### src/rtl/pdsl_pkg.sv
// constants, register map and field layout for the divider serial loader
package pdsl_pkg;
   localparam int CLK_MHZ = 200;
   localparam int LOCK_WIN_NS = 50;
   localparam int LOCK_WIN_CYC_I = (LOCK_WIN_NS * CLK_MHZ + 999) / 1000;
   localparam logic [7:0] LOCK_WIN_CYC = 8'(LOCK_WIN_CYC_I);
   localparam logic [3:0] LOCK_PERIODS = 4'h8;

   localparam int R_W = 14;
   localparam int N_W = 10;
   localparam int A_W = 7;
   localparam int SH_W = R_W + N_W + A_W + 1;
   localparam int R_LSB = N_W + A_W + 1;
   localparam int N_LSB = A_W + 1;
   localparam int A_LSB = 1;
   localparam int CTL_BIT = 0;

   localparam logic [R_W-1:0] R_RST = 14'h0001;
   localparam logic [N_W-1:0] N_RST = 10'h001;
   localparam logic [A_W-1:0] A_RST = 7'h00;

   // select code as {select_2, select_1, select_0}
   localparam logic [2:0] SEL_CODE = 3'h2;

   // synchronised pin positions
   localparam int PIN_SCLK = 0;
   localparam int PIN_SDATA = 1;
   localparam int PIN_LE = 2;
   localparam int PIN_REF = 3;
   localparam int PIN_FB = 4;
   localparam int PIN_SEL0 = 5;
   localparam int PIN_SEL1 = 6;
   localparam int PIN_SEL2 = 7;
   localparam int PIN_REFSEL = 8;
   localparam int PIN_N = 9;

   localparam logic [7:0] ADDR_STATUS = 8'h00;
   localparam logic [7:0] ADDR_CLEAR = 8'h04;
   localparam logic [7:0] ADDR_ENABLE = 8'h08;
   localparam logic [7:0] ADDR_REF_DIV = 8'h0c;
   localparam logic [7:0] ADDR_FB_DIV = 8'h10;
   localparam logic [7:0] ADDR_STATE = 8'h14;

   // field positions inside the read words
   localparam int FB_A_POS = 16;
   localparam int ST_LOCK = 0;
   localparam int ST_MOD65 = 1;
   localparam int ST_SEL = 2;
   localparam int ST_OSC = 3;

   localparam int EV_N = 4;
   localparam int EV_LOCK_GAIN = 0;
   localparam int EV_LOCK_LOSS = 1;
   localparam int EV_LOAD_OK = 2;
   localparam int EV_LOAD_BAD = 3;
   localparam logic [EV_N-1:0] EV_ENABLE_RST = 4'h0;
endpackage

### src/rtl/pdsl_loader.sv
// serial loaded reference, swallow and main dividers with phase and lock detection
`timescale 1ns/1ps
module pdsl_loader
   import pdsl_pkg::*;
(
   input wire logic i_clk,
   input wire logic i_rst,
   input wire logic i_serial_clock,
   input wire logic i_serial_data,
   input wire logic i_latch_enable,
   input wire logic i_module_select_0,
   input wire logic i_module_select_1,
   input wire logic i_module_select_2,
   input wire logic i_reference_clock_input,
   input wire logic i_prescaler_feedback,
   input wire logic i_internal_ref_select,
   input wire logic [7:0] i_addr,
   input wire logic [31:0] i_wdata,
   input wire logic i_wr,
   input wire logic i_rd,
   output logic [31:0] o_rdata,
   output logic o_prescale_mod65,
   output logic o_phase_error_up,
   output logic o_phase_error_down,
   output logic o_lock_indicator,
   output logic o_locked_flag,
   output logic o_fault_led,
   output logic o_internal_osc_enable,
   output logic o_irq
);
   logic [PIN_N-1:0] pins;
   logic [PIN_N-1:0] s1_r, s2_r, s3_r, flt_r, flt_d_r, rise;
   logic sel_ok, sclk_go, le_go;
   logic [SH_W-1:0] shreg_r;
   logic [R_W-1:0] r_lat_r, r_cnt_r;
   logic [N_W-1:0] n_lat_r, n_cnt_r;
   logic [A_W-1:0] a_lat_r, a_cnt_r, a_nxt;
   logic fr_r, fv_r;
   logic up_r, down_r;
   logic [7:0] err_run_r;
   logic err_big_r;
   logic [3:0] good_r;
   logic locked_r;
   logic [EV_N-1:0] evt, status_r, enable_r;
   logic [31:0] rdata_nxt;

   assign pins = {i_internal_ref_select, i_module_select_2, i_module_select_1,
                  i_module_select_0, i_prescaler_feedback, i_reference_clock_input,
                  i_latch_enable, i_serial_data, i_serial_clock};

   // three stage synchroniser; a level counts once stages two and three agree
   always_ff @(posedge i_clk) begin
      if (i_rst) begin
         s1_r <= '0;
         s2_r <= '0;
         s3_r <= '0;
         flt_r <= '0;
         flt_d_r <= '0;
      end else begin
         s1_r <= pins;
         s2_r <= s1_r;
         s3_r <= s2_r;
         flt_r <= (s2_r & ~(s2_r ^ s3_r)) | (flt_r & (s2_r ^ s3_r));
         flt_d_r <= flt_r;
      end
   end
   assign rise = flt_r & ~flt_d_r;

   assign sel_ok = ({flt_r[PIN_SEL2], flt_r[PIN_SEL1], flt_r[PIN_SEL0]} == SEL_CODE);
   assign sclk_go = rise[PIN_SCLK] & sel_ok;
   assign le_go = rise[PIN_LE] & sel_ok;

   // serial shift register, last bit in sits at the control position
   always_ff @(posedge i_clk) begin
      if (i_rst) begin
         shreg_r <= '0;
      end else if (sclk_go) begin
         shreg_r <= {shreg_r[SH_W-2:0], flt_r[PIN_SDATA]};
      end
   end

   // holding latches; shifting never disturbs them
   always_ff @(posedge i_clk) begin
      if (i_rst) begin
         r_lat_r <= R_RST;
         n_lat_r <= N_RST;
         a_lat_r <= A_RST;
      end else if (le_go && shreg_r[CTL_BIT]) begin
         r_lat_r <= shreg_r[R_LSB +: R_W];
         n_lat_r <= shreg_r[N_LSB +: N_W];
         a_lat_r <= shreg_r[A_LSB +: A_W];
      end
   end

   // reference divider
   always_ff @(posedge i_clk) begin
      if (i_rst) begin
         r_cnt_r <= '0;
         fr_r <= 1'b0;
      end else begin
         fr_r <= 1'b0;
         if (rise[PIN_REF]) begin
            if ((r_cnt_r + 14'h0001) >= r_lat_r) begin
               r_cnt_r <= '0;
               fr_r <= 1'b1;
            end else begin
               r_cnt_r <= r_cnt_r + 14'h0001;
            end
         end
      end
   end

   // swallow and main counters on prescaler feedback
   always_comb begin
      a_nxt = a_cnt_r;
      if (rise[PIN_FB]) begin
         if ((n_cnt_r + 10'h001) >= n_lat_r) begin
            a_nxt = a_lat_r;
         end else if (a_cnt_r != '0) begin
            a_nxt = a_cnt_r - 7'h01;
         end
      end
   end

   always_ff @(posedge i_clk) begin
      if (i_rst) begin
         n_cnt_r <= '0;
         a_cnt_r <= A_RST;
         fv_r <= 1'b0;
         o_prescale_mod65 <= 1'b0;
      end else begin
         fv_r <= 1'b0;
         a_cnt_r <= a_nxt;
         o_prescale_mod65 <= (a_nxt != '0);
         if (rise[PIN_FB]) begin
            if ((n_cnt_r + 10'h001) >= n_lat_r) begin
               n_cnt_r <= '0;
               fv_r <= 1'b1;
            end else begin
               n_cnt_r <= n_cnt_r + 10'h001;
            end
         end
      end
   end

   // phase comparator: up for reference leading, down for feedback leading
   always_ff @(posedge i_clk) begin
      if (i_rst) begin
         up_r <= 1'b0;
         down_r <= 1'b0;
      end else begin
         up_r <= (up_r | fr_r) & ~(down_r | fv_r);
         down_r <= (down_r | fv_r) & ~(up_r | fr_r);
      end
   end
   assign o_phase_error_up = up_r;
   assign o_phase_error_down = down_r;

   // lock detector: every comparison period with a short error pulse counts good
   always_ff @(posedge i_clk) begin
      if (i_rst) begin
         err_run_r <= '0;
         err_big_r <= 1'b0;
         good_r <= '0;
         locked_r <= 1'b0;
      end else begin
         if (up_r | down_r) begin
            if (err_run_r != 8'hff) begin
               err_run_r <= err_run_r + 8'h01;
            end
         end else begin
            err_run_r <= '0;
         end
         if (fr_r) begin
            err_big_r <= 1'b0;
            if (err_big_r || (err_run_r > LOCK_WIN_CYC)) begin
               good_r <= '0;
               locked_r <= 1'b0;
            end else if (good_r >= LOCK_PERIODS - 4'h1) begin
               locked_r <= 1'b1;
            end else begin
               good_r <= good_r + 4'h1;
            end
         end else if (err_run_r > LOCK_WIN_CYC) begin
            err_big_r <= 1'b1;
         end
      end
   end

   always_ff @(posedge i_clk) begin
      if (i_rst) begin
         o_lock_indicator <= 1'b0;
         o_locked_flag <= 1'b0;
         o_fault_led <= 1'b1;
         o_internal_osc_enable <= 1'b0;
      end else begin
         o_lock_indicator <= locked_r;
         o_locked_flag <= locked_r;
         o_fault_led <= ~locked_r;
         o_internal_osc_enable <= flt_r[PIN_REFSEL];
      end
   end

   // events for the interrupt status
   assign evt[EV_LOCK_GAIN] = locked_r & ~o_lock_indicator;
   assign evt[EV_LOCK_LOSS] = ~locked_r & o_lock_indicator;
   assign evt[EV_LOAD_OK] = le_go & shreg_r[CTL_BIT];
   assign evt[EV_LOAD_BAD] = le_go & ~shreg_r[CTL_BIT];

   // sticky status, a new event wins over a clear in the same cycle
   always_ff @(posedge i_clk) begin
      if (i_rst) begin
         status_r <= '0;
      end else if (i_wr && (i_addr == ADDR_CLEAR)) begin
         status_r <= (status_r & ~i_wdata[EV_N-1:0]) | evt;
      end else begin
         status_r <= status_r | evt;
      end
   end

   always_ff @(posedge i_clk) begin
      if (i_rst) begin
         enable_r <= EV_ENABLE_RST;
      end else if (i_wr && (i_addr == ADDR_ENABLE)) begin
         enable_r <= i_wdata[EV_N-1:0];
      end
   end

   always_ff @(posedge i_clk) begin
      if (i_rst) begin
         o_irq <= 1'b0;
      end else begin
         o_irq <= |(status_r & enable_r);
      end
   end

   // read decode; unmapped and write-only addresses read zero
   always_comb begin
      rdata_nxt = '0;
      if (i_addr == ADDR_STATUS) begin
         rdata_nxt[EV_N-1:0] = status_r;
      end else if (i_addr == ADDR_ENABLE) begin
         rdata_nxt[EV_N-1:0] = enable_r;
      end else if (i_addr == ADDR_REF_DIV) begin
         rdata_nxt[R_W-1:0] = r_lat_r;
      end else if (i_addr == ADDR_FB_DIV) begin
         rdata_nxt[N_W-1:0] = n_lat_r;
         rdata_nxt[FB_A_POS +: A_W] = a_lat_r;
      end else if (i_addr == ADDR_STATE) begin
         rdata_nxt[ST_LOCK] = locked_r;
         rdata_nxt[ST_MOD65] = o_prescale_mod65;
         rdata_nxt[ST_SEL] = sel_ok;
         rdata_nxt[ST_OSC] = o_internal_osc_enable;
      end
   end

   always_ff @(posedge i_clk) begin
      if (i_rst) begin
         o_rdata <= '0;
      end else if (i_rd) begin
         o_rdata <= rdata_nxt;
      end else begin
         o_rdata <= '0;
      end
   end
endmodule

### config.mk
export PLATFORM = sky130hd
export DESIGN_NAME = pdsl_loader
export DESIGN_NICKNAME = d
export VERILOG_FILES = /design/src/rtl/pdsl_pkg.sv /design/src/rtl/pdsl_loader.sv
export SDC_FILE = /design/constraint.sdc
export NUM_CORES = 1
export LEC_CHECK = 0
export CAP_MARGIN = 20
export CORE_ASPECT_RATIO = 0.75
export CORE_UTILIZATION = 35
export DETAILED_ROUTE_END_ITERATION = 7
export DONT_BUFFER_PORTS = 1
export REMOVE_ABC_BUFFERS = 1
export SETUP_SLACK_MARGIN = 0.4
export SKIP_LAST_GASP = 1
export SYNTH_ARGS = -nofsm -noshare
export SYNTH_HDL_FRONTEND = slang
export SYNTH_SLANG_ARGS = --single-unit
### constraint.sdc
create_clock -name i_clk -period 3.1 [get_ports i_clk]
set_input_delay 0.155 -clock i_clk [delete_from_list [all_inputs] [get_ports i_clk]]
set_output_delay 0.155 -clock i_clk [all_outputs]
set_load 0.005 [all_outputs]
Word-level counts from Yosys, hierarchy flattened:

Cells that the tools add are included.

* $add $sub $neg: 5
* $lt $le $gt $ge: 4
* equality and inequality tests: 8
* mux-type cells: 18
* bitwise operators: 34
* reductions and logical operators: 19

Operators by type and width (count)
* 4-bit 2-to-1 mux: 7
* 7-bit 2-to-1 mux: 3
* 10-bit 2-to-1 mux: 2
* 9-bit bitwise AND: 2
* 8-bit by 4-bit == test with 1-bit output, second input constant: 2
* 8-bit by 5-bit == test with 1-bit output, second input constant: 2
* 14-bit by 1-bit adder with 14-bit output, second input constant: 1
* 14-bit greater-or-equal comparator: 1
* 14-bit 2-to-1 mux: 1
* 7-bit nonzero test: 2
* 1-bit inverter: 11
* 10-bit by 1-bit adder with 10-bit output, second input constant: 1
* 10-bit greater-or-equal comparator: 1
* 2-bit OR reduction: 5
* 9-bit inverter: 1
* 9-bit OR: 1
* 9-bit XOR: 1
* 8-bit by 1-bit adder with 8-bit output, second input constant: 1
* 1-bit bitwise AND: 8
* 4-bit bitwise AND: 2
* 8-bit by 3-bit == test with 1-bit output, second input constant: 1
* 8-bit by 4-bit > comparator with 1-bit output, second input constant: 1
* 8-bit zero test: 1
* 8-bit inequality test, second input constant: 1
* other kinds (19): 29

* bits in registers: 198
* bits of input ports: 53
* output and inout bits: 40
* logic and storage cells: 120

Depth between registers and ports, before layout:

* depth after elaboration: 6
* mapped depth: 16
* mapped depth without buffers: 14

Worst setup path after synthesis:

OpenSTA, ideal clock, no wires.

* path type: flip-flop to flip-flop
* start: register n_cnt_r[0]
* end: register o_prescale_mod65
* setup time: 0.139 ns
* data arrival time: 2.916 ns
* data required time: 2.961 ns
* path slack: 0.045 ns
* stages on the path, launching flop included: 13
* buffers on the path: 0
* clock period less this slack: 3.055 ns
* cells stage by stage: dfxtp_1 ha_1 and3_1 and3_1 nand3_1 xnor2_1 ha_1 nand4_1 o31ai_4 mux2_2 o22ai_1 and4bb_1 a41oi_2

* longest elaborated chain between the ends: 5

RTL lines
* from (decl): RTL line pdsl_loader.sv:36 `logic [N_W-1:0] n_lat_r, n_cnt_r;`
* from (signal assigned): RTL line pdsl_loader.sv:140 `n_cnt_r <= n_cnt_r + 10'h001;`
* 10-bit by 1-bit adder with 10-bit output: RTL line pdsl_loader.sv:117 `if ((n_cnt_r + 10'h001) >= n_lat_r) begin`
* 10-bit greater-or-equal comparator: RTL line pdsl_loader.sv:117
* 7-bit 2-to-1 mux: RTL line pdsl_loader.sv:117
* 7-bit 2-to-1 mux: RTL line pdsl_loader.sv:116 `if (rise[PIN_FB]) begin`
* 7-bit nonzero test: RTL line pdsl_loader.sv:134 `o_prescale_mod65 <= (a_nxt != '0);`
* to (signal assigned): RTL line pdsl_loader.sv:134
* to (decl): RTL line pdsl_loader.sv:22 `output logic o_prescale_mod65,`

No other way between the ends.
A chain may end at the register's enable or synchronous reset.

Worst setup path in the final report:

Ends and elaborated chain as after synthesis.

==> out/metrics.yaml <==
clk_pin_slew_ns: 0.07
timing.rr.start: "n_cnt_r[0]$_SDFFE_PP0P_"
die_area_um2: 23100
io_pins: 93
ys_ff_latch: 186
min_period_over_period: 0.9934
die_h_um: 131.9
chipWidth_um: 175.2
peakVddDrop_uv: 270.8
area_growth_syn_to_layout_pct: 28.75
finalWirelength_um: 18740
status: "finished clean"
grt_pass1_vias: 5994
syn_area_per_cell_um2: 8.680
critPathKind: "reg -> reg"
power_density_nw_per_um2: 455.4
fin_skew_ns: 0.01300
yosysSeqAreaShare: 0.4730
antenna_cells: 0
globalRoute.totalOverflow: 0
r2r-end: "o_prescale_mod65$_SDFF_PP0_"
synth_area_um2: 7873
grt_max_degree: 89
clock_sink_count: 186
end_kind: "register"
setup_slack_ns: 0.02049
max-cap-violations: 0
row_count: 47
finalHoldViolations: 0
grt.total_usage: 0.1631
antenna_left: 0
insertion_delay_ns: 0.43
r2r_slack_ns: 0.02
layout.nets: 1092
cp-start-kind: "register"
reg2reg_depth: 13
cts_root_buffer: "clkbuf_16"
first_pass_iters: 5
yosys_warnings: 0
cp_data_arrival_time_ns: 3.37
p_leak_nw: 3.930
min_period_ns: 3.080
worstHoldEndpoint: "o_rdata[2]$_SDFF_PP0_"
viasPerCell: 4.838
dp.final_hpwl_um: 11230
wl_per_cell_um: 14.25
setup_viol: 0
worst_pin_slew_ns: 0.8251
synth_edf_count: 0
final_cell_mix: "177 x dfxtp_1, 172 x nand2_1, 94 x a21oi_1"
cts_buffer_depth: 2
maxSlewViolCount: 0
antenna_found_initial: 1
async_reset_ff_frac: 0
min_path_cells: 3
synth_cell_type_count: 55
grt_pass1_wl_um: 30310
vias: 6362
cts_max_level: 4
rsz0062_at_grt: "true"
drive_gt1_frac: 0.1636
cts_tree: "done"
min_from: "i_addr[2]"
port_buffers: 0
relSlewSlack: 0.4499
synth-main-ff-cell: "dfxtp_1"
finalSetupTns_ns: 0
worst-path-max-fanout: 8
core_area_um2: 22050
max_freq_mhz: 324.7
worstPathRequired_ns: 3.39
start_util: 0.3570
preCtsSetupSlack_ns: -0.1433
cts_inserted_buffers: 17
hold_path.class: "in -> reg"
layout_commonest_cell: "dfxtp_1"
gp_congestion: 0.7847
drcViolationCount: 0
drt-initial-drc-count: 499
syn_inst: 907
## Yosys cell counts (all sizes together), types with 3 or more instances
| library cell | n | share of area |
|---|---|---|
| nand4 | 7 | 0.0056 |
| inv | 32 | 0.015 |
| nor2b | 43 | 0.034 |
| a21o | 8 | 0.0076 |
| a22oi | 9 | 0.0086 |
| nor3b | 6 | 0.0057 |
| nand4b | 3 | 0.0033 |
| and2 | 9 | 0.0072 |
| nor2 | 52 | 0.027 |
| xnor2 | 16 | 0.018 |
| buf | 18 | 0.017 |
| ha | 31 | 0.049 |
| o21ai | 30 | 0.019 |
| o22ai | 5 | 0.0040 |
| and4b | 3 | 0.0038 |
| nand3 | 19 | 0.012 |
| nor3 | 25 | 0.024 |
| nand2b | 7 | 0.0065 |
| nand2 | 175 | 0.083 |
| nand3b | 7 | 0.0067 |
| xor2 | 20 | 0.022 |
| nor4 | 11 | 0.0087 |
| and3 | 5 | 0.0040 |
| mux2i | 10 | 0.013 |
| clkbuf | 42 | 0.020 |
| dfxtp | 186 | 0.47 |
| a22o | 6 | 0.0067 |
| a21oi | 98 | 0.062 |
## registers in the layout (all words and copies together) (netlist names), 7 cells and up, named ones only
signal and count:
r_lat_r 14, a_lat_r 7, r_cnt_r 14, s2_r 9, n_lat_r 10, o_rdata 21
a_cnt_r 7, n_cnt_r 10, s3_r 9, shreg_r 32, err_run_r 8, s1_r 9
## worst max path at each step
stage | slack (ns) | start | to | cells after the start
after floorplan | -0.34 | n_cnt_r[0]$_SDFFE_PP0P_ | o_prescale_mod65$_SDFF_PP0_ | 12
after global placement | -0.07 | n_cnt_r[0]$_SDFFE_PP0P_ | o_prescale_mod65$_SDFF_PP0_ | 12
after detailed placement | -0.14 | n_cnt_r[0]$_SDFFE_PP0P_ | o_prescale_mod65$_SDFF_PP0_ | 12
after CTS | 0.12 | n_cnt_r[1]$_SDFFE_PP0P_ | o_prescale_mod65$_SDFF_PP0_ | 13
after global routing | -0.13 | n_cnt_r[0]$_SDFFE_PP0P_ | o_prescale_mod65$_SDFF_PP0_ | 13
final | 0.02 | n_cnt_r[0]$_SDFFE_PP0P_ | o_prescale_mod65$_SDFF_PP0_ | 13
## per-stage QoR
step                utilization  instance area (um^2)  std cells  total power [mW]  hold WS, ns
global route             0.4596                 10140       1315             4.761      0.08629
floorplan                     -                  7619        857             2.488       0.2183
detailed placement       0.3761                  8293       1191             2.494       0.2464
global placement         0.3761                  8293       1191             2.494       0.2448
CTS                      0.4445                  9802       1301             4.655      0.06705
finish                   0.4596                 10140       1315             4.616      0.09306
## kinds of logic after synthesis
family                   synth area share
AO/OA/AOI/OAI                      0.1322
XOR/XNOR                          0.04005
adder cells (fa/ha/maj)           0.04927
buffers and inverters             0.05229
flip-flops                         0.4730
multiplexers                      0.01558
other                           0.0004763
AND/OR/NAND/NOR                    0.2371
## metal layers
layer	global-route usage	wire, um	up-vias
met1	0.2362	9556	2993
met3	0.04498	898	15
li1	-	-	3231
met2	0.2368	8093	123
met4	0.04155	190	0
met5	0	0	-
## repair_timing
action,CTS,global route
buffers inserted,7,14
endpoints found under the hold margin,160,0
pin swaps,19,32
gates resized for setup,39,45
endpoints found under the setup margin,34,34
hold buffers,70,0
cloned,1,0
## critical path, cell delays in order (launching register included)
cell,delay (ns)
dfxtp_4,0.38
ha_4,0.14
and3_4,0.18
and3_4,0.20
nand3_4,0.10
xnor2_4,0.17
ha_4,0.28
nand4_1,0.11
o31ai_4,0.49
buf_6,0.17
mux2i_1,0.18
o2bb2ai_1,0.09
and4bb_1,0.33
a41oi_2,0.12
## report_power, final
group          switching [mW]  total [mW]  internal, mW
registers             0.00579        2.40          2.40
clock network            1.00        2.14          1.13
logic                  0.0399      0.0770        0.0370
total                    1.05        4.62          3.57
## area by class of cell
class                   count  area [um^2]
fillers                  2100        11920
multi-input cells         640         4114
flip-flops and latches    186         3750
repair buffers            131         1219
clock buffers              19        432.9
well taps                 294        367.9
clock inverters            13        132.6
inverters                  32        120.1
No activity file was read; power rests on OpenSTA's default activity.
